<file path="config.mk">
export PLATFORM = sky130hd
export DESIGN_NAME = pief_top
export DESIGN_NICKNAME = d
export VERILOG_FILES = /design/src/verilog/pief_flag_cell.v /design/src/verilog/pief_top.v
export VERILOG_INCLUDE_DIRS = /design/src /design/src/verilog
export SDC_FILE = /design/constraint.sdc
export NUM_CORES = 1
export LEC_CHECK = 0
export ABC_AREA = 0
export BUFFER_PORTS_ARGS = -buffer_cell sky130_fd_sc_hd__buf_2
export CORE_AREA = 5 5 81 83
export CTS_CLUSTER_DIAMETER = 120
export DETAILED_ROUTE_END_ITERATION = 7
export DIE_AREA = 0 0 86 88
export PLACE_DENSITY_LB_ADDON = 0.25
export SYNTH_ARGS = -nofsm -noshare
export SYNTH_HDL_FRONTEND = slang
export SYNTH_SLANG_ARGS = --single-unit
</file>
<file path="constraint.sdc">
create_clock -name clk -period 1.95 [get_ports clk]
set_input_delay 0.195 -clock clk [delete_from_list [all_inputs] [get_ports clk]]
set_output_delay 0.195 -clock clk [all_outputs]
set_load 0.03 [all_outputs]
</file>
<file path="src/verilog/pief_defs.vh">
// register offsets, field positions and reset values of the peripheral interrupt block
`ifndef PIEF_DEFS_VH
`define PIEF_DEFS_VH
`define PIEF_ADDR_W 3
`define PIEF_OFS_ENABLE_1 3'h0
`define PIEF_OFS_ENABLE_2 3'h1
`define PIEF_OFS_REQUEST_1 3'h2
`define PIEF_OFS_CORE_CTRL 3'h3
`define PIEF_OFS_EVT_STATUS 3'h4
`define PIEF_OFS_EVT_MASK 3'h5
`define PIEF_OFS_SERIAL_DATA 3'h7
`define PIEF_RST_ENABLE_1 8'h00
`define PIEF_RST_ENABLE_2 8'h00
`define PIEF_RST_REQUEST_1 8'h00
`define PIEF_RST_CORE_CTRL 8'h00
`define PIEF_RST_EVT_MASK 8'h00
`define PIEF_EN2_IMPL_MASK 8'hF5
`define PIEF_RO_FLAG_MASK 8'h30
`define PIEF_BIT_EEPROM 7
`define PIEF_BIT_ADC 6
`define PIEF_BIT_RX 5
`define PIEF_BIT_TX 4
`define PIEF_BIT_SYNC 3
`define PIEF_BIT_CAPCOMP_A 2
`define PIEF_BIT_TIMER_B 1
`define PIEF_BIT_TIMER_A 0
`define PIEF_BIT_GLOBAL_GATE 7
`define PIEF_BIT_PERIPH_GATE 6
`define PIEF_CC_MODE_CAPTURE 2'h1
`define PIEF_CC_MODE_COMPARE 2'h2
`define PIEF_CC_MODE_PWM 2'h3
`endif

</file>
<file path="src/verilog/pief_flag_cell.v">
// one sticky request flag: hardware set beats software clear
module pief_flag_cell (
    input wire clk,
    input wire rst,
    input wire set_pulse,
    input wire sw_write,
    input wire sw_value,
    output reg flag
);
    // set wins over a clear landing in the same cycle, so no event is lost
    always @(posedge clk) begin
        if (rst) begin
            flag <= 1'b0;
        end else if (set_pulse) begin
            flag <= 1'b1;
        end else if (sw_write) begin
            flag <= sw_value;
        end
    end
endmodule

</file>
<file path="src/verilog/pief_top.v">
// peripheral interrupt enables, request flags and combined core request
//
// The address map and the address-and-strobe port were decided locally.
`include "pief_defs.vh"

// Functional notes
// [RULE1]: no peripheral request reaches the core unless the peripheral gate bit is set; evt_irq here follows evt_status and evt_mask with no gate
// [RULE2]: flags set on their condition whatever their own enable or global gate
// [RULE3]: software should clear a flag before setting its enable bit
// [RULE4]: enable register one: eeprom, adc, rx, tx, sync, capcomp a, timer b, timer a
// [RULE5]: enable register two: osc fail, comp b, comp a, display, low voltage, capcomp b
// [RULE6]: bits 3 and 1 of enable register two read zero and ignore writes
// [RULE7]: bit 7 flag set on eeprom write done, held until software writes zero
// [RULE8]: bit 6 flag set on adc conversion done, held until software clears
// [RULE9]: bit 5 read-only, high while rx buffer full, cleared by reading rx data
// [RULE10]: bit 4 read-only, high while tx buffer empty, cleared by writing tx data
// [RULE11]: bit 3 flag set on sync port transfer done, held until software clears
// [RULE12]: bit 2 flag set on capture unit one capture in capture mode
// [RULE13]: bit 2 flag set on compare match in compare mode, unused in pwm mode
// [RULE14]: bit 1 flag set on timer b period match, held until software clears
// [RULE15]: bit 0 flag set on timer a overflow, held until software clears
// [RULE16]: core request when both gates set and any enabled flag is set
module pief_top #(
    parameter ADDR_W = `PIEF_ADDR_W
) (
    input wire clk,
    input wire rst,
    input wire [ADDR_W-1:0] addr,
    input wire [7:0] wdata,
    input wire wr_en,
    input wire rd_en,
    output reg [7:0] rdata,
    input wire eeprom_done,
    input wire adc_done,
    input wire serial_rx_full,
    input wire serial_tx_empty,
    input wire sync_port_done,
    input wire [1:0] capcomp_a_mode,
    input wire capcomp_a_capture,
    input wire capcomp_a_match,
    input wire timer_b_match,
    input wire timer_a_ovf,
    output reg serial_rx_data_rd,
    output reg serial_tx_data_wr,
    output reg [7:0] periph_int_enable_2,
    output reg periph_irq,
    output reg evt_irq
);
    reg [7:0] periph_int_enable_1;
    reg [7:0] core_irq_control;
    reg [7:0] evt_status;
    reg [7:0] evt_mask;
    wire [7:0] flags;
    wire [7:0] set_vec;
    wire [7:0] pending;
    wire capcomp_a_evt;
    wire global_irq_gate;
    wire periph_irq_gate;
    wire req_wr;
    wire any_req;

    assign global_irq_gate = core_irq_control[`PIEF_BIT_GLOBAL_GATE];
    assign periph_irq_gate = core_irq_control[`PIEF_BIT_PERIPH_GATE];
    assign req_wr = wr_en && (addr == `PIEF_OFS_REQUEST_1);

    // capture/compare event depends on mode; pwm mode never raises the flag
    assign capcomp_a_evt = ((capcomp_a_mode == `PIEF_CC_MODE_CAPTURE) && capcomp_a_capture) // [RULE12]
        || ((capcomp_a_mode == `PIEF_CC_MODE_COMPARE) && capcomp_a_match); // [RULE13]

    // condition pulses, never gated by enables
    assign set_vec[`PIEF_BIT_EEPROM] = eeprom_done; // [RULE2] [RULE7]
    assign set_vec[`PIEF_BIT_ADC] = adc_done; // [RULE8]
    assign set_vec[`PIEF_BIT_RX] = 1'b0;
    assign set_vec[`PIEF_BIT_TX] = 1'b0;
    assign set_vec[`PIEF_BIT_SYNC] = sync_port_done; // [RULE11]
    assign set_vec[`PIEF_BIT_CAPCOMP_A] = capcomp_a_evt;
    assign set_vec[`PIEF_BIT_TIMER_B] = timer_b_match; // [RULE14]
    assign set_vec[`PIEF_BIT_TIMER_A] = timer_a_ovf; // [RULE15]

    // sticky flags for the six software-cleared sources
    genvar i;
    generate
        for (i = 0; i < 8; i = i + 1) begin : g_flag
            if (i == `PIEF_BIT_RX) begin : g_rx
                assign flags[i] = serial_rx_full; // [RULE9]
            end else if (i == `PIEF_BIT_TX) begin : g_tx
                assign flags[i] = serial_tx_empty; // [RULE10]
            end else begin : g_sticky
                pief_flag_cell u_cell (
                    .clk(clk),
                    .rst(rst),
                    .set_pulse(set_vec[i]),
                    .sw_write(req_wr),
                    .sw_value(wdata[i]),
                    .flag(flags[i])
                );
            end
        end
    endgenerate

    // flags meet their own enables; the gates then decide whether the core sees them
    assign pending = flags & periph_int_enable_1;
    assign any_req = |pending;

    // register writes; unimplemented enable bits stay zero
    always @(posedge clk) begin
        if (rst) begin
            periph_int_enable_1 <= `PIEF_RST_ENABLE_1;
            periph_int_enable_2 <= `PIEF_RST_ENABLE_2;
            core_irq_control <= `PIEF_RST_CORE_CTRL;
            evt_mask <= `PIEF_RST_EVT_MASK;
        end else if (wr_en) begin
            if (addr == `PIEF_OFS_ENABLE_1) begin
                periph_int_enable_1 <= wdata; // [RULE4]
            end else if (addr == `PIEF_OFS_ENABLE_2) begin
                periph_int_enable_2 <= wdata & `PIEF_EN2_IMPL_MASK; // [RULE5] [RULE6]
            end else if (addr == `PIEF_OFS_CORE_CTRL) begin
                core_irq_control <= wdata;
            end else if (addr == `PIEF_OFS_EVT_MASK) begin
                evt_mask <= wdata;
            end
        end
    end

    // event status collects the set pulses of the six sticky sources; write one clears, a new set wins
    always @(posedge clk) begin
        if (rst) begin
            evt_status <= 8'h00;
        end else begin
            evt_status <= (evt_status & ~((wr_en && addr == `PIEF_OFS_EVT_STATUS) ?
                wdata : 8'h00)) | set_vec;
        end
    end

    // combined request needs both gates; registered so the core sees a clean level
    always @(posedge clk) begin
        if (rst) begin
            periph_irq <= 1'b0;
            evt_irq <= 1'b0;
        end else begin
            periph_irq <= global_irq_gate && periph_irq_gate && any_req; // [RULE1] [RULE16]
            evt_irq <= |(evt_status & evt_mask);
        end
    end

    // side-effect strobes to the serial unit: read rx data clears full, write tx clears empty
    always @(posedge clk) begin
        if (rst) begin
            serial_rx_data_rd <= 1'b0;
            serial_tx_data_wr <= 1'b0;
        end else begin
            serial_rx_data_rd <= 1'b0;
            serial_tx_data_wr <= 1'b0;
            if (rd_en && addr == `PIEF_OFS_SERIAL_DATA) begin
                serial_rx_data_rd <= 1'b1; // [RULE9]
            end
            if (wr_en && addr == `PIEF_OFS_SERIAL_DATA) begin
                serial_tx_data_wr <= 1'b1; // [RULE10]
            end
        end
    end

    // read data valid the cycle after the strobe; unmapped reads return zero
    always @(posedge clk) begin
        if (rst) begin
            rdata <= 8'h00;
        end else if (rd_en) begin
            if (addr == `PIEF_OFS_ENABLE_1) begin
                rdata <= periph_int_enable_1;
            end else if (addr == `PIEF_OFS_ENABLE_2) begin
                rdata <= periph_int_enable_2; // [RULE6]
            end else if (addr == `PIEF_OFS_REQUEST_1) begin
                rdata <= flags;
            end else if (addr == `PIEF_OFS_CORE_CTRL) begin
                rdata <= core_irq_control;
            end else if (addr == `PIEF_OFS_EVT_STATUS) begin
                rdata <= evt_status;
            end else if (addr == `PIEF_OFS_EVT_MASK) begin
                rdata <= evt_mask;
            end else begin
                rdata <= 8'h00;
            end
        end else begin
            rdata <= 8'h00;
        end
    end
endmodule

</file>
---- Word level (Yosys, flattened, before mapping) ----
Index checks and enable logic that the tools add are counted.
cells by class
  eq/ne operators ......................... 8
  mux-type cells .......................... 21
  bitwise operators ....................... 9
  reduce and logical (&&, ||, !) cells .... 23
operator list
  kind                                           count
  2-to-1 mux 8 bit                               7
  AND 8 bit                                      3
  OR reduction 8 bit                             2
  2-to-1 mux 1 bit                               14
  nonzero test 2 bit                             6
  == test 3 bit, second input constant           3
  logical AND 1 bit                              8
  inverter 8 bit                                 1
  OR 8 bit                                       1
  == test 3 x 2 -> 1 bit, second input constant  2
  AND reduction 5 bit                            1
  inverter 1 bit                                 4
  AND reduction 4 bit                            1
  == test 3 x 1 -> 1 bit, second input constant  1
  logical NOT 3 bit                              1
  AND reduction 3 bit                            1
  == test 2 x 1 -> 1 bit, second input constant  1
  == test 2 bit, second input constant           1
  AND reduction 2 bit                            1
  OR reduction 2 bit                             1
  logical OR 1 bit                               1
word-level totals
  register bits ........................... 56
  input port bits ......................... 26
  word-level logic and storage cells ...... 77

---- Longest topological paths before layout ----
Gate-level depths: netlist of the first run.
  word-level depth ........................ 7
  depth in mapped cells ................... 6
  gate-level depth less buffers ........... 3

---- Cells and area by module ----
From an unflattened synthesis of the first run, not the netlist that was laid out.
second synthesis, totals
  cell total of the unflattened synthesis .. 304
  area total of the unflattened synthesis .. 2720.1 um^2
modules (own cells, without submodules)
  module          times used  cells each  area each (um^2)
  pief_top        1           280         2487.4
  pief_flag_cell  6           4           38.8

---- Worst setup path before layout of the first run ----
Ideal clock, no wire load.
  kind .................................... in2reg
  start ................................... in addr[2]
  end ..................................... reg periph_int_enable_1[0]
  setup time .............................. 132 ps
  data arrival time ....................... 1048 ps
  path slack .............................. 770 ps
  stages .................................. 5
  buffers on the path ..................... 2
  cells stage by stage .................... buf_2 or4b_1 buf_2 nand2_1 a21oi_1
on the way
  word-level cells in the longest chain between the ends .. 2
RTL lines
  what                           RTL line        source
  from (decl)                    pief_top.v:28   input wire [ADDR_W-1:0] addr,
  logical NOT 3 bit (no line)    --
  AND reduction 2 bit (no line)  --
  to (signal assigned)           pief_top.v:108  periph_int_enable_1 <= `PIEF_RST_ENABLE_1;
  to (signal assigned)           pief_top.v:114  periph_int_enable_1 <= wdata;
  to (decl)                      pief_top.v:49   reg [7:0] periph_int_enable_1;
No other way between the ends.
A chain may end at the register's enable or synchronous reset.

---- Worst setup path after layout of the first run ----
  start ................................... in addr[1]
  end ..................................... reg g_flag[2].g_sticky.u_cell.flag
on the way
  word-level cells in the longest chain between the ends .. 3
RTL lines
  what                              RTL line             source
  == test 3 x 2 -> 1 bit (no line)  --
  logical AND 1 bit                 pief_top.v:64        assign req_wr = wr_en && (addr == `PIEF_OFS_REQUEST_1);
  nonzero test 2 bit (no line)      --
  to (signal assigned)              pief_flag_cell.v:17  flag <= sw_value;
  to (decl)                         pief_flag_cell.v:8   output reg flag
No other way between the ends.

==> results.cfg, run 1 <==
[detailed_routing]
detail_route.wl_per_cell_um = 15.8
viasPerCell = 5.34
drtIter0Drc = 154
first_pass_iters = 4
drc = 0
drt_wl_total_um = 6250
vias = 2114
ant_nets = 0

[timing]
fin_crit_ns = 1.20
finalSetupViolations = 0
setup_ws_ns = 0.745
tightest_slew_ns = 0.508
slew_violations = 0
hold_viol_final = 0
skew_ns = 0.00713
fin_setup_tns_ns = 0
timing.final.crit_share_pct = 61.8
rsz0062_at_grt = false
slew_headroom_pct = 66.0
fmax_ghz = 0.830

[placement]
place_hpwl_um = 4510
numPortBuffers = 43
gp_congestion = 0.884
dp_slack_ns = 0.433
placed_cell_area_um2 = 2740

[die]
start_util_pct = 43.8
die_w_um = 86
rows = 28
core_area_um2 = 5780
num_io_pins = 46
die-area_um2 = 7570
chipHeight_um = 88

[yosys]
async_flop_share_pct = 0
synth_xor_xnor_area_share_pct = 0
synth_edf_count = 0
synth-warning-count = 0
avgSynthCellArea_um2 = 8.79
yosys.area.top_type = dfxtp_1
synth_compound_area_share_pct = 19.0
syn-instance-count = 288
synth-seq-cells = 56
synth-simple-area-share_pct = 19.7
synth_fa_ha_area_share_pct = 0
muxShareOfSynthArea_pct = 9.64
syn-cell-area_um2 = 2530
ys.flop_type = dfxtp_1
ys_top_cells_by_area = dfxtp_1, mux2i_1, nand2_1
yosysUniqueCellTypes = 44
yosysTopAreaCellShare_pct = 44.3
ys_seq_area_share_pct = 44.3
synth_top_family_by_area = simple AND/OR/NAND/NOR gates

[global_route]
overflow = 0
grt_start_max_net_pins = 48
grt_pass1_wl_um = 10300
antenna_found_initial = 0
grt.total_usage_pct = 17.5
grt_pass1_vias = 2030

[setup_path]
crit_fanout = 29
worstPathCellList = buf_2 > and4bb_2 > mux2i_1 > a21oi_1
cp.arrival_ns = 1.39
required_ns = 2.13
path_class = in2reg
crit_slowest_cell = and4bb_2
cp-start-kind = input port
max_stage_delay_ns = 0.48
endpoint_kind = flop

[clock_network]
clkSinkCount = 56
root_buffer = clkbuf_8
cts.path.max_buffers = 2
cts_tree = done
cts_post_setup_buffers_inserted = 0
cts_hold_repair.buffers = 0
clkTransAtPathRegs_ns = 0.10
cts_resized = 0
h-tree-depth = 2
clk_latency_ns = 0.31
cts_made_buffers = 5

[power_and_ir_drop]
leakage_nw = 1.14
power_mw = 2.11
powerDensity_nw_per_um2 = 747
max-vdd-ir-drop_mv = 0.426

[cells_and_area]
num_antenna_cells = 0
layout-drive-gt1-share_pct = 19.0
nets = 346
final_area_um2 = 2830
area_growth_pct = 11.7
final.fill_count = 582
seq_area_um2 = 1120
multi_input_area_um2 = 1230

[status]
status = completed

[flow_run]
cap_violations = 0

[min_path]
hold_class = in2reg
## where the power goes
group          internal (mW)  switching [mW]  leakage [nW]
logic                 0.0948           0.154         0.633
registers               1.18          0.0273         0.457
clock network          0.291           0.363        0.0455
total                   1.57           0.544          1.14
## cells by family (layout without fill, tap and decap cells)
group / after synthesis / count (layout)
muxes: 24 / 24
buffers and inverters: 35 / 67
DFF: 56 / 56
and+or+nand+nor: 94 / 94
other: 1 / 2
AOI/OAI and AO/OA: 78 / 78
## layer usage
metal  global-route usage (%)  share of wire (%)  vias up
li1                         -                  -     1064
met1                     24.9                 48      968
met2                     26.4                 44       72
met3                     3.20                6.6       10
met4                     6.04                1.9        0
met5                        0                  0        -
## metrics by stage
step                cells  hold WS [ns]  utilization [%]
floorplan             289         0.283                -
CTS                   396         0.137             48.9
detailed placement    388         0.446             47.3
finish                396         0.140             48.9
global route          396         0.157             48.9
global placement      388         0.439             47.3
## cells in the mapped netlist, types with 3 or more instances
library cell  number
nor2_1             6
a21o_1             5
buf_4              7
dfxtp_1           56
mux2_2             3
mux2i_1           21
o221ai_1           5
a22oi_1            4
nand2_1           56
o21ai_0            8
buf_2              6
nand2b_1           7
and3b_1            4
clkbuf_1           6
inv_1             12
nor3_1             4
a21oi_1           41
## critical path, delay by kind of cell
kind                   cells  cell delay (ns)
multiplexers               1             0.22
buffers and inverters      1             0.41
AND/OR/NAND/NOR            1             0.48
AO/OA/AOI/OAI              1             0.08
## path summary, 6_finish.rpt
kind | start | endpoint | slack (ns) | depth (start not counted)
worst min-delay path | sync_port_done | evt_status[3] | 0.14 | 3
worst max register to register | g_flag[1].g_sticky.u_cell.flag | periph_irq | 0.84 | 3
worst min register to register | core_irq_control[5] | core_irq_control[5] | 0.46 | 2
worst max-delay path | addr[1] | g_flag[2].g_sticky.u_cell.flag | 0.75 | 4
## layout make-up
cell class                 instances  area share (%)
multi-input combinational        198            43.6
tap                               75            3.32
inverter                          12            1.59
timing repair buffer              47            8.68
sequential                        56            39.7
clock buffer                       8            3.19
## placed cells by master (no fill, tap or decap), drive strengths merged
master   Yosys  final
a211oi       2      2
a21o         5      5
a21oi       41     41
a221oi       2      2
a22o         2      2
a22oi        4      4
a2bb2oi      2      2
a31oi        2      2
a41oi        1      1
and2         1      1
and3b        4      4
and4b        2      2
and4bb       1      1
buf         15     47
clkbuf       8      8
conb         1      2
dfxtp       56     56
inv         12     12
mux2         3      3
mux2i       21     21
nand2       56     56
nand2b       7      7
nand3b       1      1
nand4b       2      2
nand4bb      1      1
nor2         6      6
nor2b        2      2
nor3         4      4
nor3b        1      1
nor4b        1      1
nor4bb       1      1
o21a         1      1
o21ai        8      8
o221a        1      1
o221ai       5      5
o32ai        2      2
or2          1      1
or3          1      1
or3b         1      1
or4b         1      1
## state kept, by name, summed over array words and instances, names as in the netlist
register and flops:
core_irq_control 8, evt_irq 1, evt_mask 8, evt_status 8
g_flag.g_sticky.u_cell.flag 6, periph_int_enable_1 8, periph_int_enable_2 6, periph_irq 1
rdata 8, serial_rx_data_rd 1, serial_tx_data_wr 1
Note: power is estimated with default switching activity, not from simulation.
==> run 2: changes to the inputs <==
==> constraint.sdc (replaced) <==
create_clock -name clk -period 1 [get_ports clk]
set_input_delay 0.1 -clock clk [delete_from_list [all_inputs] [get_ports clk]]
set_output_delay 0.1 -clock clk [all_outputs]
set_load 0.03 [all_outputs]
==> results.cfg, run 2 (same netlist as run 1, synthesis figures left out) <==
[detailed_routing]
detail_route.wl_per_cell_um = 16.2
drt_wl_total_um = 7090
ant_nets = 0
drc = 0
viasPerCell = 5.27
vias = 2307
first_pass_iters = 4
drtIter0Drc = 194

[power_and_ir_drop]
seqPwrFrac_pct = 54.8
power_frac_comb_pct = 14.4
p_clk_share_pct = 30.8
p_int_mw = 3.15
leakage_nw = 1.36
powerDensity_nw_per_um2 = 1330
power_mw = 4.31
switchingPower_mw = 1.16
max-vdd-ir-drop_mv = 0.777
switching_share_pct = 26.8

[clock_network]
h-tree-depth = 2
clkSinkCount = 56
clk_latency_ns = 0.32
clkTransAtPathRegs_ns = 0.10
cts_post_setup_buffers_inserted = 0
cts.path.max_buffers = 2
cts_tree = done
cts_made_buffers = 5
root_buffer = clkbuf_8
cts_hold_repair.buffers = 0

[die]
num_io_pins = 46
core_area_um2 = 5780
rows = 28
start_util_pct = 43.8
chipHeight_um = 88
die-area_um2 = 7570
die_w_um = 86

[setup_path]
required_ns = 1.20
endpoint_kind = flop
crit_fanout = 2
crit_slowest_cell = dfxtp_2
cp-start-kind = flop
max_stage_delay_ns = 0.33
cp.arrival_ns = 1.24
worstPathCellList = a22o_1 > a221oi_2 > buf_4 > a211oi_2
path_delay_family = compound AO/OA/AOI/OAI gates
cp.buffers_inverters = 1
path_class = reg2reg

[cells_and_area]
nets = 388
area_growth_pct = 28.2
final_cell_mix = nand2_1, buf_4, dfxtp_1
layout-drive-gt1-share_pct = 34.2
mostFrequentLayoutCell = nand2_1
num_antenna_cells = 0

[placement]
numPortBuffers = 43
gp_congestion = 0.888
place_hpwl_um = 5290
dp_slack_ns = -0.243

[timing]
slew_violations = 0
skew_ns = 0.0118
finalSetupViolations = 1
setup_ws_ns = -0.0407
hold_viol_final = 0
fmax_ghz = 0.961
rsz0062_at_grt = true
fin_setup_tns_ns = -0.0407
fin_crit_ns = 1.04
timing.final.crit_share_pct = 104

[global_route]
grt_start_max_net_pins = 28
overflow = 0
grt.total_usage_pct = 19.7
antenna_found_initial = 0
grt_pass1_wl_um = 11700
grt_pass1_vias = 2310

[flow_run]
cap_violations = 0

[min_path]
hold_class = in2reg

[status]
status = complete, but fails checks
violations = setup timing
-- run 2: cell count changes in the layout (fill, tap and decap cells not counted), sizes merged --
cell and delta:
buf +41, clkinvlp +1
-- run 2: power groups by stage --
stage               sequential, mW  clock, mW  combinational, mW
CTS                           2.36       1.34              0.612
global route                  2.37       1.44              0.674
detailed placement            2.41          0              0.604
floorplan                     2.43          0              0.332
global placement              2.40          0              0.595
finish                        2.36       1.33              0.620
-- run 2: per-layer routing --
layer	share of wire (%)	global-route usage, %	vias up
li1	-	-	1151
met1	46	26.8	1086
met2	47	32.5	64
met3	6.4	3.95	6
met4	0.79	4.46	0
met5	0	0	-
-- run 2: worst register-to-register path, delay by kind of cell (launching register included) --
family,cells,cell delay [ns]
AOI/OAI and AO/OA,3,0.46
buffers and inverters,1,0.15
DFF,1,0.33
-- run 2: final timing paths --
kind	start	endpoint	slack [ns]	cells past startpoint
max	periph_int_enable_1[1]	periph_irq	-0.04	4
min	wdata[5]	evt_status[5]	0.02	2
max reg2reg	periph_int_enable_1[1]	periph_irq	-0.04	4
min reg2reg	core_irq_control[5]	core_irq_control[5]	0.46	2
-- run 2: metrics by stage --
step	cell area [um2]	hold slack (ns)	instances	util, %
2_1_floorplan	2580	0.188	289	-
3_3_place_gp	3100	0.352	431	53.5
3_5_place_dp	3100	0.356	431	53.5
6_report	3250	0.0168	438	56.1
5_1_grt	3250	0.0318	438	56.1
4_1_cts	3220	0.0138	438	55.7
-- run 2: cell type report --
cell class	count	area (um2)
clock inverters	1	7.51
flip-flops and latches	56	1130
inverters	12	45.0
repair buffers	89	594
well taps	75	93.8
multi-input cells	198	1290
fillers	544	2530
clock buffers	7	86.3
-- run 2: what timing repair did --
item	in CTS	in global routing
endpoints found under the hold margin	0	0
gates resized for setup	13	11
setup endpoints to repair	6	9
pin swaps	2	1
==> run 3: changes to the inputs <==
--- a/config.mk
+++ b/config.mk
@@ -8,10 +8,10 @@
 export LEC_CHECK = 0
 export ABC_AREA = 0
 export BUFFER_PORTS_ARGS = -buffer_cell sky130_fd_sc_hd__buf_2
-export CORE_AREA = 5 5 81 83
+export CORE_AREA = 5 5 92 94
 export CTS_CLUSTER_DIAMETER = 120
 export DETAILED_ROUTE_END_ITERATION = 7
-export DIE_AREA = 0 0 86 88
+export DIE_AREA = 0 0 97 99
 export PLACE_DENSITY_LB_ADDON = 0.25
 export SYNTH_ARGS = -nofsm -noshare
 export SYNTH_HDL_FRONTEND = slang
==> results.cfg, run 3 (same netlist as run 1, synthesis figures left out) <==
[power_and_ir_drop]
max-vdd-ir-drop_mv = 0.487
power_mw = 4.20
leakage_nw = 1.34
powerDensity_nw_per_um2 = 1300

[clock_network]
h-tree-depth = 2
clkTransAtPathRegs_ns = 0.10
cts_tree = done
cts_hold_repair.buffers = 0
clkSinkCount = 56
cts_post_setup_buffers_inserted = 0
cts.path.max_buffers = 2
cts_made_buffers = 5
root_buffer = clkbuf_8
clk_latency_ns = 0.31

[timing]
fmax_ghz = 0.954
slew_violations = 0
skew_ns = 0.00851
setup_ws_ns = -0.0478
timing.final.crit_share_pct = 105
rsz0062_at_grt = true
fin_setup_tns_ns = -0.0478
hold_viol_final = 0
fin_crit_ns = 1.05
hold_slack_ns = 0.0268
finalSetupViolations = 1

[placement]
numPortBuffers = 43
place_inst = 453
place_hpwl_um = 5330
gp_congestion = 0.810
placed_cell_area_um2 = 3100

[die]
die_w_um = 97
die-area_um2 = 9600
num_io_pins = 46
rows = 32
start_util_pct = 33.4
core_area_um2 = 7570
chipHeight_um = 99

[cells_and_area]
layout.cells.non_filler = 461
area_growth_pct = 27.9
nets = 384
final_area_um2 = 3240
mostFrequentLayoutCell = nand2_1
num_antenna_cells = 0
layout-drive-gt1-share_pct = 32.3
final_cell_mix = nand2_1, dfxtp_1, buf_4

[setup_path]
cp-start-kind = flop
endpoint_kind = flop
crit_fanout = 2
path_class = reg2reg
cp.arrival_ns = 1.24
cp.buffers_inverters = 1
crit_slowest_cell = dfxtp_2
max_stage_delay_ns = 0.33
required_ns = 1.19
path_delay_family = compound AO/OA/AOI/OAI gates
worstPathCellList = a22o_1 > a221oi_2 > buf_4 > a211oi_2

[min_path]
hold_class = in2reg

[flow_run]
cap_violations = 0

[status]
violations = setup timing
status = complete, but fails checks

[detailed_routing]
drt_wl_total_um = 7130
drtIter0Drc = 137
drc = 0
viasPerCell = 4.84
first_pass_iters = 4
detail_route.wl_per_cell_um = 15.5
vias = 2229
ant_nets = 0

[global_route]
grt.total_usage_pct = 14.7
overflow = 0
grt_start_max_net_pins = 48
antenna_found_initial = 0
grt_pass1_vias = 2161
grt_pass1_wl_um = 11300
## run 3: cell types whose count changed in the layout (fill, tap and decap cells not counted), sizes merged
cell    before  now
clkinv       0    1
clkbuf       8    6
buf         88   85
## run 3: area by class of cell
type | count | area, um2
clock inverters | 2 | 16.3
repair buffers | 85 | 568
clock buffers | 6 | 72.6
multi-input cells | 198 | 1280
fillers | 760 | 4330
inverters | 12 | 45.0
flip-flops and latches | 56 | 1130
well taps | 102 | 128
## run 3: timing repair
action	in CTS	in global routing
pin swaps	2	0
hold endpoints to repair	0	0
resized for setup	11	6
endpoints found under the setup margin	6	8
## run 3: layer usage
layer	share of wire [%]	global-route usage, %	vias up
met5	0	0	-
met4	1.2	4.21	0
met3	4.9	3.26	7
met2	47	25.1	45
met1	46	18.6	1035
li1	-	-	1142
## run 3: final timing paths
check,cells past startpoint,to,slack [ns],from
hold reg to reg,2,core_irq_control[5],0.46,core_irq_control[5]
setup reg to reg,4,periph_irq,-0.05,periph_int_enable_1[1]
hold / removal,2,evt_status[4],0.03,wdata[4]
setup / recovery,4,periph_irq,-0.05,periph_int_enable_1[1]
## run 3: metrics by stage
step / utilization [%] / setup WS [ns]
after floorplan: - / -0.0515
after global placement: 41.0 / -0.191
after detailed placement: 41.0 / -0.206
after CTS: 42.6 / -0.0564
after global routing: 42.8 / -0.112
final: 42.8 / -0.0478
## run 3: power breakdown
group	total, mW	switching (mW)	internal (mW)
clock	1.23	0.731	0.500
sequential	2.36	0.0559	2.30
combinational	0.605	0.332	0.273
total	4.20	1.12	3.08
## run 3: worst register-to-register path: cells and delay by family, from the launching register on
kind                   cells  cell delay, ns
AO/OA/AOI/OAI              3            0.45
buffers and inverters      1            0.15
flip-flops                 1            0.33
